--- config.mk ---
export PLATFORM = sky130hd
export DESIGN_NAME = icr_cfg_regs
export DESIGN_NICKNAME = d
export VERILOG_FILES = /design/src/hdl/icr_glitch_filter.v /design/src/hdl/icr_cfg_regs.v
export VERILOG_INCLUDE_DIRS = /design/src /design/src/hdl
export SDC_FILE = /design/constraint.sdc
export NUM_CORES = 1
export LEC_CHECK = 0
export ABC_AREA = 1
export BUFFER_PORTS_ARGS = -buffer_cell sky130_fd_sc_hd__buf_2
export CORE_MARGIN = 8
export CORE_UTILIZATION = 58
export CTS_BUF_LIST = sky130_fd_sc_hd__clkbuf_4 sky130_fd_sc_hd__clkbuf_8 sky130_fd_sc_hd__clkbuf_16
export DETAILED_ROUTE_END_ITERATION = 12
export GPL_TIMING_DRIVEN = 0
export MAX_ROUTING_LAYER = met4
export PLACE_DENSITY = 0.76
export SLEW_MARGIN = 20
export SYNTH_ARGS = -nofsm -noshare
export SYNTH_HDL_FRONTEND = slang
export SYNTH_SLANG_ARGS = --single-unit
--- constraint.sdc ---
create_clock -name REF_CLK -period 2.1 [get_ports REF_CLK]
set_input_delay 0.42 -clock REF_CLK [delete_from_list [all_inputs] [get_ports REF_CLK]]
set_output_delay 0.42 -clock REF_CLK [all_outputs]
set_load 0.01 [all_outputs]
--- src/hdl/icr_regs.vh ---
// constants for the local control port and data path option registers
// assumes a 5 ns system clock and a nominal 40 ns oscillator period
`ifndef ICR_REGS_VH
`define ICR_REGS_VH

// ******************************
// register offsets
// ******************************
`define ICR_ADDR_PORT_CTRL    8'h17
`define ICR_ADDR_CLK_HIGH     8'h18
`define ICR_ADDR_CLK_LOW      8'h19
`define ICR_ADDR_DATA_PATH    8'h1a

// ******************************
// reset values
// ******************************
`define ICR_RST_PORT_CTRL     8'h1e
`define ICR_RST_CLK_HIGH      8'h7f
`define ICR_RST_CLK_LOW       8'h7f
`define ICR_RST_DATA_PATH     8'h01

// ******************************
// field positions
// ******************************
`define ICR_PASS_ALL_BIT      7
`define ICR_HOLD_MSB          6
`define ICR_HOLD_LSB          4
`define ICR_FILT_MSB          3
`define ICR_FILT_LSB          0
`define ICR_AUX_AUDIO_BIT     3
`define ICR_WIDE_WORD_BIT     1
`define ICR_SURROUND_BIT      0

// ******************************
// timing
// ******************************
`define ICR_CLK_PERIOD_NS     5
`define ICR_OSC_PERIOD_NS     40
`define ICR_OSC_TICK_CYC      (`ICR_OSC_PERIOD_NS / `ICR_CLK_PERIOD_NS)
`define ICR_FILT_STEP_NS      5
`define ICR_FILT_STEP_CYC     (`ICR_FILT_STEP_NS / `ICR_CLK_PERIOD_NS)
`define ICR_PHASE_EXTRA       5
`define ICR_STRAP_SETTLE      3

`endif

--- src/hdl/icr_glitch_filter.v ---
// glitch filter for one synchronised bus line
// assumes the input already passed a two-stage synchroniser
`timescale 1ns/1ps

module icr_glitch_filter (
  input  wire       clk,      // system clock
  input  wire       rst_n,    // async reset, active low
  input  wire [3:0] depth,    // longest rejected pulse, in 5 ns steps
  input  wire       din,      // synchronised line level
  output reg        dout      // filtered line level
);

  // ******************************
  // mismatch run counter
  // ******************************
  reg  [3:0] run_ff;          // consecutive cycles din differs from dout

  // a change is taken only after it outlasts depth cycles, so any pulse
  // of depth cycles or less never reaches dout
  always @(posedge clk or negedge rst_n) begin
    if (!rst_n) begin
      run_ff <= 4'h0;
      dout   <= 1'b1;         // idle bus reads high
    end else if (din == dout) begin
      run_ff <= 4'h0;         // reload on every settled level
    end else if (run_ff >= depth) begin
      dout   <= din;          // change outlasted the window
      run_ff <= 4'h0;
    end else begin
      run_ff <= run_ff + 4'h1;
    end
  end

endmodule // icr_glitch_filter

--- src/hdl/icr_cfg_regs.v ---
// control port and data path option registers of the serializer,
// with the local bus input conditioning and master clock timing
// assumes register accesses arrive from the serial control engine on
// the same clock; bus pins and the strap pin are asynchronous
`timescale 1ns/1ps
`include "icr_regs.vh"

module icr_cfg_regs #(
  parameter NUM_PORTS = 2                 // link ports sharing the bank
) (
  input  wire       REF_CLK,              // 200 MHz system clock
  input  wire       RESET_N,              // async reset, active low
  input  wire [7:0] REG_ADDR,             // register address
  input  wire [7:0] REG_WDATA,            // register write data
  input  wire       REG_WR,               // write strobe, one cycle
  input  wire       REG_RD,               // read strobe, one cycle
  output reg  [7:0] REG_RDATA,            // read data
  output reg        REG_RVALID,           // read data valid pulse
  input  wire       SECOND_PORT_SELECT,   // steer per-port bits to port 1
  input  wire       ADDR_VALID,           // target ID captured, pulse
  input  wire [6:0] ADDR_ID,              // captured target ID
  input  wire [6:0] OWN_ID,               // this device's target ID
  input  wire [6:0] REMOTE_DES_ID,        // remote deserializer ID
  input  wire [6:0] REMOTE_TGT_ID,        // configured remote target ID
  output reg        FWD_VALID,            // forwarding decision pulse
  output reg  [1:0] FWD_PORT,             // ports that forward the access
  input  wire       SCL_I,                // bus clock pin level
  input  wire       SDA_I,                // bus data pin level
  output reg        SCL_INT,              // filtered clock to engine
  output reg        SDA_INT,              // filtered, held data to engine
  input  wire       MASTER_EN,            // run the master clock
  input  wire       TGT_DATA_LOADED,      // target drove SDA, pulse
  output reg        TGT_SCL_RELEASE,      // setup met, stretch ends, pulse
  output reg        SCL_O,                // clock pin output value
  output reg        SCL_OE_N,             // clock pin drive, active low
  input  wire       STRAP_PIN,            // aux audio strap pin level
  input  wire       AUX_CTRL_WR,          // bridge config writes aux bit
  input  wire       AUX_CTRL_VAL,         // value for aux bit
  input  wire       REPEATER,             // device is in a repeater
  input  wire       I2S_DET_VALID,        // in-band detection result pulse
  input  wire       I2S_DET_SURROUND,     // detected multichannel mode
  output reg        WIDE_WORD_MODE,       // 28-bit word mode
  output reg        SURROUND_EN,          // multichannel audio enabled
  output reg        ISLAND_XPORT,         // data-island transport in use
  output reg        AUX_AUDIO_EN          // aux audio channel enabled
);

  // ******************************
  // constants and state codes
  // ******************************
  localparam [11:0] TICK_W  = `ICR_OSC_TICK_CYC;   // sys cycles per tick
  localparam [11:0] EXTRA_W = `ICR_PHASE_EXTRA;    // extra osc periods
  localparam [5:0]  TICK_H  = `ICR_OSC_TICK_CYC;   // same, hold width
  localparam [7:0]  RST_CTRL = `ICR_RST_PORT_CTRL; // control reset image
  localparam [7:0]  RST_DPTH = `ICR_RST_DATA_PATH; // option reset image
  localparam [1:0]  M_IDLE  = 2'h0;                // clock released
  localparam [1:0]  M_HIGH  = 2'h1;                // high phase
  localparam [1:0]  M_LOW   = 2'h2;                // low phase

  // ******************************
  // register storage
  // ******************************
  reg  [NUM_PORTS-1:0] pass_all_ff;    // pass-all, one bit per port
  reg  [2:0]  hold_ff;                 // sda hold, 40 ns units
  reg  [3:0]  filt_ff;                 // glitch depth, 5 ns units
  reg  [7:0]  high_ff;                 // master clock high time
  reg  [7:0]  low_ff;                  // master clock low time
  reg         wide_ff;                 // word mode
  reg         surr_ff;                 // surround transport
  reg         aux_ff;                  // aux audio control copy
  wire        port_sel;                // selected port index
  reg  [7:0]  nxt_rdata;               // read mux

  assign port_sel = SECOND_PORT_SELECT & (NUM_PORTS > 1);

  // ******************************
  // register writes
  // ******************************
  // software writes, plus hardware override of the surround bit
  always @(posedge REF_CLK or negedge RESET_N) begin
    if (!RESET_N) begin
      // fields are cut from the reset images so widths match exactly
      pass_all_ff <= {NUM_PORTS{RST_CTRL[`ICR_PASS_ALL_BIT]}};
      hold_ff     <= RST_CTRL[`ICR_HOLD_MSB:`ICR_HOLD_LSB];
      filt_ff     <= RST_CTRL[`ICR_FILT_MSB:`ICR_FILT_LSB];
      high_ff     <= `ICR_RST_CLK_HIGH;
      low_ff      <= `ICR_RST_CLK_LOW;
      wide_ff     <= RST_DPTH[`ICR_WIDE_WORD_BIT];
      surr_ff     <= RST_DPTH[`ICR_SURROUND_BIT];
    end else begin
      if (REG_WR) begin
        case (REG_ADDR)
          `ICR_ADDR_PORT_CTRL: begin
            pass_all_ff[port_sel] <= REG_WDATA[`ICR_PASS_ALL_BIT];
            hold_ff <= REG_WDATA[`ICR_HOLD_MSB:`ICR_HOLD_LSB];
            filt_ff <= REG_WDATA[`ICR_FILT_MSB:`ICR_FILT_LSB];
          end
          `ICR_ADDR_CLK_HIGH: begin
            high_ff <= REG_WDATA;
          end
          `ICR_ADDR_CLK_LOW: begin
            low_ff <= REG_WDATA;
          end
          `ICR_ADDR_DATA_PATH: begin
            // bit 3 is read-only, so only the low bits store
            wide_ff <= REG_WDATA[`ICR_WIDE_WORD_BIT];
            surr_ff <= REG_WDATA[`ICR_SURROUND_BIT];
          end
          default: begin
            // unmapped writes are dropped
          end
        endcase
      end
      // detection lands after the write, so hardware wins a tie
      if (REPEATER && I2S_DET_VALID) begin
        surr_ff <= I2S_DET_SURROUND;
      end
    end
  end

  // ******************************
  // register reads
  // ******************************
  // reserved bits read zero; unmapped addresses read zero
  always @* begin
    nxt_rdata = 8'h00;
    case (REG_ADDR)
      `ICR_ADDR_PORT_CTRL: begin
        nxt_rdata = {pass_all_ff[port_sel], hold_ff, filt_ff};
      end
      `ICR_ADDR_CLK_HIGH: begin
        nxt_rdata = high_ff;
      end
      `ICR_ADDR_CLK_LOW: begin
        nxt_rdata = low_ff;
      end
      `ICR_ADDR_DATA_PATH: begin
        nxt_rdata = {4'h0, aux_ff, 1'b0, wide_ff, surr_ff};
      end
      default: begin
        nxt_rdata = 8'h00;
      end
    endcase
  end

  // read data one cycle after the strobe, then held
  always @(posedge REF_CLK or negedge RESET_N) begin
    if (!RESET_N) begin
      REG_RDATA  <= 8'h00;
      REG_RVALID <= 1'b0;
    end else begin
      REG_RVALID <= REG_RD;
      if (REG_RD) begin
        REG_RDATA <= nxt_rdata;
      end
    end
  end

  // ******************************
  // strap capture for aux audio
  // ******************************
  reg  [1:0]  strap_sync_ff;           // two-stage synchroniser
  reg  [1:0]  strap_cnt_ff;            // settle count after release
  reg         strap_done_ff;           // strap already taken

  // the strap is caught a few clocks after release, never in reset
  always @(posedge REF_CLK or negedge RESET_N) begin
    if (!RESET_N) begin
      strap_sync_ff <= 2'h0;
      strap_cnt_ff  <= 2'h0;
      strap_done_ff <= 1'b0;
      aux_ff        <= 1'b0;
    end else begin
      strap_sync_ff <= {strap_sync_ff[0], STRAP_PIN};
      if (!strap_done_ff) begin
        if (strap_cnt_ff == `ICR_STRAP_SETTLE) begin
          aux_ff        <= strap_sync_ff[1];
          strap_done_ff <= 1'b1;
        end else begin
          strap_cnt_ff <= strap_cnt_ff + 2'h1;
        end
      end else if (AUX_CTRL_WR) begin
        aux_ff <= AUX_CTRL_VAL;                // mirrored control follows
      end
    end
  end

  // ******************************
  // data path option outputs
  // ******************************
  always @(posedge REF_CLK or negedge RESET_N) begin
    if (!RESET_N) begin
      WIDE_WORD_MODE <= 1'b0;
      SURROUND_EN    <= 1'b0;
      ISLAND_XPORT   <= 1'b0;
      AUX_AUDIO_EN   <= 1'b0;
    end else begin
      WIDE_WORD_MODE <= wide_ff;
      SURROUND_EN    <= surr_ff;
      // surround has no other transport, so it always forces islands
      ISLAND_XPORT   <= surr_ff;
      AUX_AUDIO_EN   <= aux_ff;
    end
  end

  // ******************************
  // forwarding decision
  // ******************************
  wire [NUM_PORTS-1:0] nxt_fwd;        // per-port forward flag
  wire        id_remote;               // matches a remote ID
  wire        id_own;                  // matches this device

  assign id_remote = (ADDR_ID == REMOTE_DES_ID) || (ADDR_ID == REMOTE_TGT_ID);
  assign id_own    = (ADDR_ID == OWN_ID);

  genvar gp;
  generate
    for (gp = 0; gp < NUM_PORTS; gp = gp + 1) begin : g_fwd
      // pass-all widens the set to anything not aimed at us
      assign nxt_fwd[gp] = pass_all_ff[gp] ? !id_own
                                           : id_remote;
    end
  endgenerate

  always @(posedge REF_CLK or negedge RESET_N) begin
    if (!RESET_N) begin
      FWD_VALID <= 1'b0;
      FWD_PORT  <= 2'h0;
    end else begin
      FWD_VALID <= ADDR_VALID;
      if (ADDR_VALID) begin
        FWD_PORT <= {{(2-NUM_PORTS){1'b0}}, nxt_fwd};
      end
    end
  end

  // ******************************
  // bus input conditioning
  // ******************************
  reg  [1:0]  scl_sync_ff;             // clock pin synchroniser
  reg  [1:0]  sda_sync_ff;             // data pin synchroniser
  wire [1:0]  line_sync;               // second stages only
  wire [1:0]  line_filt;               // filtered levels
  reg         sda_pend_ff;             // sda level waiting on hold
  reg  [5:0]  hold_cnt_ff;             // hold countdown

  always @(posedge REF_CLK or negedge RESET_N) begin
    if (!RESET_N) begin
      scl_sync_ff <= 2'h3;
      sda_sync_ff <= 2'h3;
    end else begin
      scl_sync_ff <= {scl_sync_ff[0], SCL_I};
      sda_sync_ff <= {sda_sync_ff[0], SDA_I};
    end
  end

  assign line_sync = {sda_sync_ff[1], scl_sync_ff[1]};

  generate
    for (gp = 0; gp < 2; gp = gp + 1) begin : g_filt
      icr_glitch_filter u_filt (
        .clk   (REF_CLK),
        .rst_n (RESET_N),
        .depth (filt_ff),
        .din   (line_sync[gp]),
        .dout  (line_filt[gp])
      );
    end
  endgenerate

  // sda is held back so a data edge near the clock falling edge is not
  // mistaken for a start or stop condition
  always @(posedge REF_CLK or negedge RESET_N) begin
    if (!RESET_N) begin
      sda_pend_ff <= 1'b1;
      hold_cnt_ff <= 6'h00;
      SDA_INT     <= 1'b1;
      SCL_INT     <= 1'b1;
    end else begin
      SCL_INT <= line_filt[0];
      if (line_filt[1] != sda_pend_ff) begin
        sda_pend_ff <= line_filt[1];
        hold_cnt_ff <= {3'h0, hold_ff} * TICK_H;
      end else if (hold_cnt_ff != 6'h00) begin
        hold_cnt_ff <= hold_cnt_ff - 6'h01;
      end else begin
        SDA_INT <= sda_pend_ff;
      end
    end
  end

  // ******************************
  // master clock and target stretch
  // ******************************
  reg  [1:0]  mst_state_ff;            // master phase state
  reg  [1:0]  nxt_mst_state;           // next phase state
  reg  [11:0] mst_cnt_ff;              // phase countdown
  reg  [11:0] nxt_mst_cnt;             // next phase countdown
  reg         stretch_ff;              // target holds clock low
  reg  [11:0] setup_cnt_ff;            // setup countdown
  wire [11:0] high_len;                // high phase length in cycles
  wire [11:0] low_len;                 // low phase length in cycles

  // phase widths include five extra oscillator periods
  assign high_len = ({4'h0, high_ff} + EXTRA_W) * TICK_W;
  assign low_len  = ({4'h0, low_ff} + EXTRA_W) * TICK_W;

  // phase sequencer; the counter reloads on entry to the low and high phases
  always @* begin
    nxt_mst_state = mst_state_ff;
    nxt_mst_cnt   = mst_cnt_ff;
    case (mst_state_ff)
      M_IDLE: begin
        if (MASTER_EN) begin
          nxt_mst_state = M_LOW;
          nxt_mst_cnt   = low_len;
        end
      end
      M_LOW: begin
        if (mst_cnt_ff > 12'h001) begin
          nxt_mst_cnt = mst_cnt_ff - 12'h001;
        end else if (!stretch_ff) begin
          // a stretching target pauses the master in its low phase
          nxt_mst_state = M_HIGH;
          nxt_mst_cnt   = high_len;
        end
      end
      M_HIGH: begin
        if (mst_cnt_ff > 12'h001) begin
          nxt_mst_cnt = mst_cnt_ff - 12'h001;
        end else if (MASTER_EN) begin
          nxt_mst_state = M_LOW;
          nxt_mst_cnt   = low_len;
        end else begin
          nxt_mst_state = M_IDLE;                  // stop with clock high
        end
      end
      default: begin
        nxt_mst_state = M_IDLE;
        nxt_mst_cnt   = 12'h000;
      end
    endcase
  end

  always @(posedge REF_CLK or negedge RESET_N) begin
    if (!RESET_N) begin
      mst_state_ff <= M_IDLE;
      mst_cnt_ff   <= 12'h000;
    end else begin
      mst_state_ff <= nxt_mst_state;
      mst_cnt_ff   <= nxt_mst_cnt;
    end
  end

  // target side: data is on sda, clock stays low for the setup time
  always @(posedge REF_CLK or negedge RESET_N) begin
    if (!RESET_N) begin
      stretch_ff      <= 1'b0;
      setup_cnt_ff    <= 12'h000;
      TGT_SCL_RELEASE <= 1'b0;
    end else begin
      TGT_SCL_RELEASE <= 1'b0;
      if (TGT_DATA_LOADED) begin
        stretch_ff   <= 1'b1;
        setup_cnt_ff <= low_len;
      end else if (stretch_ff) begin
        if (setup_cnt_ff > 12'h001) begin
          setup_cnt_ff <= setup_cnt_ff - 12'h001;
        end else begin
          stretch_ff      <= 1'b0;
          TGT_SCL_RELEASE <= 1'b1;
        end
      end
    end
  end

  // open-drain clock: only ever pulled low, released otherwise
  always @(posedge REF_CLK or negedge RESET_N) begin
    if (!RESET_N) begin
      SCL_O    <= 1'b0;
      SCL_OE_N <= 1'b1;
    end else begin
      SCL_O    <= 1'b0;
      SCL_OE_N <= !((nxt_mst_state == M_LOW) ||
                    (TGT_DATA_LOADED || (stretch_ff &&
                     setup_cnt_ff > 12'h001)));
    end
  end

endmodule // icr_cfg_regs

# Word level (Yosys, flattened, before mapping)

Index checks and enable logic that the tools add are counted.

Flip-flop bits (word level): 100
Output and inout port bits: 21
Word-level logic and storage cells: 139

Add/subtract/negate cells: 8
Order comparisons: 6
Eq/ne operators: 16
Muxes and demuxes: 42
Bitwise operators: 6
Reduce and logical (&&, ||, !) cells: 27

Operators with widths:

| kind                                                 | number |
|---|---|
| 2-to-1 mux 12 bit                                    | 7 |
| case mux 12 bit (3 select lines)                     | 1 |
| == test 8 x 5 -> 1 bit (second input constant)       | 4 |
| case mux 8 bit (4 select lines)                      | 1 |
| > comparator 12 x 1 -> 1 bit (second input constant) | 2 |
| subtractor 12 x 1 -> 12 bit (second input constant)  | 2 |
| AND reduction 2 bit                                  | 11 |
| == test 7 bit                                        | 3 |
| 2-to-1 mux 1 bit                                     | 19 |
| adder 8 x 3 -> 9 bit (second input constant)         | 2 |
| 2-to-1 mux 4 bit                                     | 4 |
| 2-to-1 mux 6 bit                                     | 2 |
| nonzero test 2 bit                                   | 6 |
| 2-to-1 mux 2 bit                                     | 5 |
| adder 4 x 1 -> 4 bit (second input constant)         | 2 |
| >= comparator 4 bit                                  | 2 |
| == test 2 bit (second input constant)                | 3 |
| inverter 1 bit                                       | 6 |
| case mux 2 bit (3 select lines)                      | 1 |
| nonzero test 6 bit                                   | 1 |
| subtractor 6 x 1 -> 6 bit (second input constant)    | 1 |
| logical AND 1 bit                                    | 3 |
| logical OR 1 bit                                     | 3 |
| != test 3 bit (second input constant)                | 1 |
| 11 further kinds                                     | 13 |

# Depth between registers and ports, before layout

Gate-level depths: netlist (run 1).

Word-level depth: 6
Mapped depth: 11
Mapped depth without buffers: 11

# Modules after synthesis

From an unflattened synthesis (run 1), not the netlist that was laid out.

Cell total of the unflattened synthesis: 797
Area, all modules: 6,102.1 sq um

By module, submodules not included:

| module            | instances | cells each | area each (sq um) |
|---|---|---|---|
| icr_cfg_regs      | 1         | 713        | 5,418.9 |
| icr_glitch_filter | 2         | 42         | 341.6 |

# Worst setup path before layout (run 1)

Ideal clock, no wire load.

Path kind: flip-flop to flip-flop
Start: reg setup_cnt_ff[0]
End: reg setup_cnt_ff[10]
Arrival: 1.443 ns
Data required time: 1.983 ns
Slack: 0.540 ns
Cell stages (with the launch flop): 11
Path buffers: 1
Path through: dfrtp_1 -> inv_1 -> ha_1 -> nand2_1 -> a21oi_1 -> nand2_1 -> o21ai_2 -> inv_2 -> buf_6 -> nand3_1 -> nand2_1

Longest elaborated chain between the ends: 4

Ends and longest elaborated chain:

| what                        | RTL line           | source |
|---|---|---|
| from (decl)                 | icr_cfg_regs.v:300 | `reg [11:0] setup_cnt_ff;` |
| from (signal assigned)      | icr_cfg_regs.v:365 | `setup_cnt_ff <= low_len;` |
| from (signal assigned)      | icr_cfg_regs.v:368 | `setup_cnt_ff <= setup_cnt_ff - 12'h001;` |
| subtractor 12 x 1 -> 12 bit | icr_cfg_regs.v:368 |  |
| 2-to-1 mux 12 bit           | icr_cfg_regs.v:367 | `if (setup_cnt_ff > 12'h001) begin` |
| 2-to-1 mux 12 bit           | icr_cfg_regs.v:366 | `end else if (stretch_ff) begin` |
| 2-to-1 mux 12 bit           | icr_cfg_regs.v:363 | `if (TGT_DATA_LOADED) begin` |

Parallel ways exist; a longest one is shown, timed or not. The select of a mux whose other input is x is not followed.
A chain may end at the register's enable or synchronous reset.

# Final worst setup path (run 1)

Start: reg setup_cnt_ff[0]
End: reg setup_cnt_ff[9]

The elaborated chain is that of the path after synthesis.

==> results of run 1 <==
==> flip-flops by register name, indices dropped and copies added, names as in the netlist, 4 cells and up <==
name and flops:
g_filt.u_filt.run_ff 8, REG_RDATA 8, hold_cnt_ff 6, mst_cnt_ff 12, high_ff 8, filt_ff 4
setup_cnt_ff 12, low_ff 8
==> timing repair <==
action,4_1_cts,5_1_grt
hold buffers,1,0
gates resized for setup,0,0
setup endpoints to repair,0,0
hold endpoints to repair,36,0
==> worst max-delay path, cell delays in order (launching register included) <==
cell and delay (ns):
dfrtp_1 0.39, inv_1 0.13, ha_1 0.20, nand2_1 0.10, a21oi_1 0.19, nand2_1 0.11
o21ai_2 0.20, inv_2 0.19, buf_6 0.19, nand3_1 0.08, nand2_1 0.05
==> layout by cell type, fill, tap and decap left out, types with 3 or more instances in the layout <==
cell      instances
o211ai_1          4
o21ai_0          53
nand3_1          59
inv_2             7
nor2_4            3
clkbuf_8          9
xor2_1           15
ha_1             18
nor2_2            4
buf_6             5
dfrtp_1          71
nand2_1         206
clkbuf_1          6
buf_2            79
nand3_4           3
o21ai_2           6
nor2_1           78
nand2_2          10
inv_1            86
nand4_1          11
a21oi_1          20
xnor2_1          25
o21ai_1           9
nor3_1            8
dfstp_2          29
==> cell families (layout without fill, tap and decap cells) <==
family          count (synthesis)  after routing  share of synthesized area (%)
buf+inv                       108            204                           7.79
xor+xnor                       40             40                           5.91
flops                         100            100                           42.8
fa+ha+maj                      18             18                           3.80
mux                             1              1                          0.169
other cells                     1              1                         0.0633
simple gates                  390            390                           29.2
compound gates                104            104                           10.2
==> path summary, 6_finish.rpt <==
kind	start	endpoint	slack [ns]	cells after the start
worst max-delay path	setup_cnt_ff[0]$_DFFE_PN0P_	setup_cnt_ff[9]$_DFFE_PN0P_	0.15	10
worst min-delay path	STRAP_PIN	strap_sync_ff[0]$_DFF_PN0_	0.13	1
worst max register to register	setup_cnt_ff[0]$_DFFE_PN0P_	setup_cnt_ff[9]$_DFFE_PN0P_	0.15	10
worst min register to register	sda_sync_ff[0]$_DFF_PN1_	sda_sync_ff[1]$_DFF_PN1_	0.36	0
max in group asynchronous	RESET_N	sda_sync_ff[0]$_DFF_PN1_	0.91	3
min in group asynchronous	RESET_N	setup_cnt_ff[2]$_DFFE_PN0P_	0.51	2
==> metal layers <==
layer / global-route usage [%] / wire length (um) / up-vias
met2: 37.8 / 7050 / 162
met1: 26.9 / 6060 / 2473
met4: 9.30 / 353 / 0
met3: 4.46 / 716 / 33
met5: - / 0 / -
li1: - / - / 2619
==> cell usage after synthesis (6+ instances only) <==
cell | instances | share of area (%)
inv_2 | 7 | 0.44
nand2_2 | 10 | 1.1
xor2_1 | 15 | 2.2
xnor2_1 | 25 | 3.7
ha_1 | 18 | 3.8
nand3_1 | 59 | 5.0
a21oi_1 | 20 | 1.7
nor2_1 | 78 | 4.9
o21ai_2 | 6 | 0.89
clkbuf_1 | 6 | 0.38
dfrtp_1 | 71 | 30
dfstp_2 | 29 | 13
nand4_1 | 11 | 1.2
nand2_1 | 206 | 13
nor3_1 | 8 | 0.68
inv_1 | 86 | 5.4
o21ai_1 | 9 | 0.76
o21ai_0 | 53 | 4.5
==> through the flow <==
| stage | setup WS, ns | area, um2 | util (%) |
|---|---|---|---|
| after CTS | 0.191 | 6730 | 66.4 |
| final | 0.149 | 6730 | 66.4 |
| after global placement | -0.406 | 6490 | 64.0 |
| after global routing | 0.0149 | 6730 | 66.4 |
| after detailed placement | 0.194 | 6520 | 64.3 |
| after floorplan | 0.540 | 5930 | - |
==> power breakdown <==
group	total (W)	switching [W]	leakage [nW]	internal, W
sequential	0.00253	0.000273	1.17	0.00226
clock	0.00128	0.000694	0.105	0.000586
combinational	0.00178	0.00109	2.07	0.000697
==> cell type report <==
cell class,instances,share of cell area (%)
clock inverter,5,0.874
buffer,15,1.67
tap,136,2.53
inverter,93,5.19
timing repair buffer,80,6.45
sequential,100,37.7
multi-input combinational,554,43.5
clock buffer,11,2.06
==> qor.csv, run 1 <==
metric,value,unit
GRT Total Usage,22.8,%
IO buf count,78,
I/O pin count,81,
Mapped Avg Cell Area,7.78,um2
Final nets,931,
sequential area share after synthesis,42.8,%
total CTS buffers,9,
total power,0.00559,W
RSZ-0062 raised after global routing,false,
Hold Worst Slack,0.130,ns
area grow syn2layout,13.5,%
Worst Max-Slew Pin Slew,0.590,ns
"Reg clk slew, reported paths",0.11,ns
Die Area,13700,um2
leakage power,3.35,nW
CTS root buffer,clkbuf_8,
"antenna viol nets, final",0,
vias in the first global route,5212,
Main synth FF type,dfrtp_1,
fin. max-slew vios,0,
kind of critical path,reg -> reg,
Die H,117,um
Slew Limit Headroom,60.5,%
DRC viols,0,
maximum VDD drop,0.602,mV
share of layout cells above drive strength 1,20.5,%
DR WL/cell,14.3,um
"Setup Fix Bufs, Post-CTS",0,
Tmin final,1.95,ns
max-cap violation count,0,
Core Footprint,10100,um2
gr ovfl total,0,
synthesized area,5930,um2
Multi-input gate area,2930,um2
clk buf depth,2,
first-pass GRT wire length,23900,um
Fin Setup TNS,0,ns
Post-synth EDFFs,0,
first-iteration detailed-routing DRC count,375,
initial antenna violation count,0,
crit start category,flip-flop,
Die X,117,um
Filler cells,895,
Worst EP arrival,2.22,ns
Total Wirelength,14200,um
vias per cell,5.32,
Hold Crit Class,in -> reg,
Yosys reg bits,100,
TritonCTS Sinks,100,
placed cells,977,
Layout Skew,0.0133,ns
FMAX,0.513,GHz
Vias,5287,
syn_nets,840,
GPL Wtd Cong,0.897,
CP Capture Type,flip-flop,
"Req. time, crit path",2.36,ns
Starting Density,58.5,%
Worst-Skew Late Latency,0.38,ns
non-filler instance count after layout,994,
FP Rows,37,
pin count of the biggest net entering global routing,60,
post-DP HPWL,10900,um
outcome,finished clean,
synth unique cells,42,
CTS tree,done,
final hold violation count,0,
# setup viols final,0,
period utilisation layout,92.9,%
First-pass DRT Iterations,5,
asr flop ratio synth,100,%
cell count after synthesis,762,
# diodes,0,
Register Area,2540,um2
crit path max fanout,10,
total of warnings raised by yosys,0,
pwr dens,831,nW/um2
# H-tree levels,3,
Power figures use the tool's default switching activity.
==> run 2, diff against run 1 <==
--- a/config.mk
+++ b/config.mk
@@ -14,7 +14,7 @@
 export DETAILED_ROUTE_END_ITERATION = 12
 export GPL_TIMING_DRIVEN = 0
 export MAX_ROUTING_LAYER = met4
-export PLACE_DENSITY = 0.76
+export PLACE_DENSITY = 0.85
 export SLEW_MARGIN = 20
 export SYNTH_ARGS = -nofsm -noshare
 export SYNTH_HDL_FRONTEND = slang
==> constraint.sdc (replaced) <==
create_clock -name REF_CLK -period 2.1 [get_ports REF_CLK]
set_input_delay 0.105 -clock REF_CLK [delete_from_list [all_inputs] [get_ports REF_CLK]]
set_output_delay 0.105 -clock REF_CLK [all_outputs]
set_load 0.01 [all_outputs]
==> run 2 against run 1 <==
Against the previous run: register-to-register slack improved by 0.11 ns; maximum frequency rose by 6.2%; clock skew rose by 0.0020 ns; final cell count rose by 1.2%; sequential cell count did not move; wire length fell by 2.7%; largest cell class unchanged; hold slack got worse by 0.13 ns; combinational power barely moved; total power fell by 0.81%; clock-buffer cell count fell by 1.
==> qor.csv, run 2 (same netlist as run 1, synthesis figures left out) <==
metric,value,unit,change
crit start category,flip-flop,,
IO buf count,78,,unchanged
Critical path origin,setup_cnt_ff[0]$_DFFE_PN0P_,,
CP Capture Type,flip-flop,,
# setup viols final,0,,unchanged
Hold Crit Class,in -> reg,,
outcome,finished clean,,
GRT Total Usage,22.1,%,-0.71 points
# H-tree levels,3,,unchanged
Tmin final,1.84,ns,-0.115 ns
Die X,117,um,unchanged
first-iteration detailed-routing DRC count,321,,-14%
pwr dens,811,nW/um2,-2.5%
GPL Wtd Cong,0.908,,+1.2%
vias per cell,5.27,,-0.88%
Slowest cell on crit path,dfrtp_1,,
FP Rows,37,,unchanged
fin worst setup slack,0.264,ns,+0.115 ns
FMAX,0.545,GHz,+6.2%
I/O pin count,81,,unchanged
Worst EP arrival,2.11,ns,-0.11 ns
Filler cells,836,,-6.6%
period utilisation layout,87.4,%,-5.5 points
Layout Skew,0.0153,ns,+0.00196 ns
Hold Worst Slack,0.00438,ns,-0.126 ns
"Largest delay share family, worst path",buffers and inverters,,
crit path max fanout,10,,unchanged
"Setup Fix Bufs, Post-CTS",0,,unchanged
leakage power,3.39,nW,+1.2%
maximum VDD drop,0.663,mV,+10%
initial antenna violation count,0,,unchanged
Die Area,13700,um2,unchanged
"antenna viol nets, final",0,,unchanged
min-delay src,AUX_CTRL_VAL,,
Worst-Skew Late Latency,0.38,ns,about the same
fin. max-slew vios,0,,unchanged
total CTS buffers,9,,unchanged
area grow syn2layout,15.4,%,
Final nets,943,,+1.3%
Bufs and invs on worst path,3,,unchanged
Die H,117,um,unchanged
"commonest cells after routing, fill and taps aside","nand2_1 (206), inv_1 (86), buf_2 (79), nor2_1 (78), dfrtp_1 (71)",,
CP Cell Sequence,inv_1 > ha_1 > nand2_1 > a21oi_1 > nand2_1 > o21ai_2 > inv_2 > buf_6 > nand3_1 > nand2_1,,
TritonCTS Sinks,100,,unchanged
hold_buf cts,13,,+12
"commonest non-fill, non-tap cell in the layout",nand2_1,,
first-pass GRT wire length,23400,um,-1.9%
Starting Density,58.5,%,unchanged
DR WL/cell,13.7,um,-3.9%
Placement Setup Slack,0.255,ns,+0.0604 ns
kind of critical path,reg -> reg,,
Core Footprint,10100,um2,unchanged
final hold violation count,0,,unchanged
largest registers,"mst_cnt_ff x12, setup_cnt_ff x12",,
CP peak stage delay,0.39,ns,about the same
"Req. time, crit path",2.37,ns,about the same
CTS root buffer,clkbuf_8,,
clk buf depth,2,,unchanged
# diodes,0,,unchanged
CTS tree,done,,
vias in the first global route,5175,,-0.71%
"Reg clk slew, reported paths",0.11,ns,about the same
RSZ-0062 raised after global routing,false,,
Worst Max-Slew Pin Slew,0.588,ns,-0.00266 ns
post-DP HPWL,10300,um,-5.6%
Total Wirelength,13800,um,-2.7%
share of layout cells above drive strength 1,20.2,%,-0.28 points
CTS resizes,0,,unchanged
most frequent cell on the critical path,nand2_1,,
gr ovfl total,0,,unchanged
Crit Reg-Reg Startpoint,setup_cnt_ff[0]$_DFFE_PN0P_,,
max-cap violation count,0,,unchanged
Vias,5304,,+0.32%
DRC viols,0,,unchanged
First-pass DRT Iterations,5,,unchanged
pin count of the biggest net entering global routing,79,,+32%
Slew Limit Headroom,60.7,%,+0.18 points
==> run 2: cell count changes in the layout (fill, tap and decap cells not counted), sizes merged <==
cell	change
clkinvlp	+1
clkbuf	-1
clkinv	+1
dlygate4sd3	+12
bufinv	-1
==> run 2: layout make-up <==
class	instances	area (um2)	area share, %
buffer	15	113	1.65
sequential	100	2540	37.1
timing repair buffer	92	554	8.10
inverter	93	349	5.10
tap	136	170	2.49
clock buffer	10	138	2.01
multi-input combinational	554	2930	42.8
clock inverter	6	53.8	0.786
==> run 2: metal layers <==
metal / vias to the layer above / share of wire [%] / global-route usage [%]
li1: 2640 / - / -
met1: 2491 / 43 / 26.6
met2: 142 / 50 / 37.1
met3: 31 / 4.7 / 3.44
met4: 0 / 2.2 / 8.02
met5: - / 0 / -
==> run 2: worst paths after layout <==
path	endpoint	slack, ns	depth (start not counted)
setup reg to reg	setup_cnt_ff[10]$_DFFE_PN0P_	0.26	10
hold / removal	aux_ff$_DFFE_PN0P_	0.004	3
max in group asynchronous	high_ff[0]$_DFFE_PN1P_	1.29	3
setup / recovery	setup_cnt_ff[10]$_DFFE_PN0P_	0.26	10
hold reg to reg	strap_sync_ff[1]$_DFF_PN0_	0.35	0
min in group asynchronous	setup_cnt_ff[1]$_DFFE_PN0P_	0.14	2
==> run 2: stage by stage <==
stage	util, %	area, um2	TNS, ns	total power [W]	cells
after floorplan	-	5930	0	0.00385	762
after global placement	64.0	6490	-5.81	0.00425	976
after detailed placement	64.3	6520	0	0.00432	977
after CTS	67.5	6840	0	0.00554	1006
after global routing	67.5	6840	0	0.00596	1006
final	67.5	6840	0	0.00555	1006
==> run 2: worst reg2reg max path, stage by stage, from the launching register on <==
cell and delay [ns]:
dfrtp_1 0.39, inv_1 0.14, ha_1 0.20, nand2_1 0.10
a21oi_1 0.17, nand2_1 0.10, o21ai_2 0.16, inv_2 0.17
buf_6 0.19, nand3_1 0.08, nand2_1 0.05
==> run 2: where the power goes <==
| group | switching (W) | internal [W] |
|---|---|---|
| registers | 0.000271 | 0.00226 |
| clock network | 0.000734 | 0.000485 |
| logic | 0.00109 | 0.000713 |
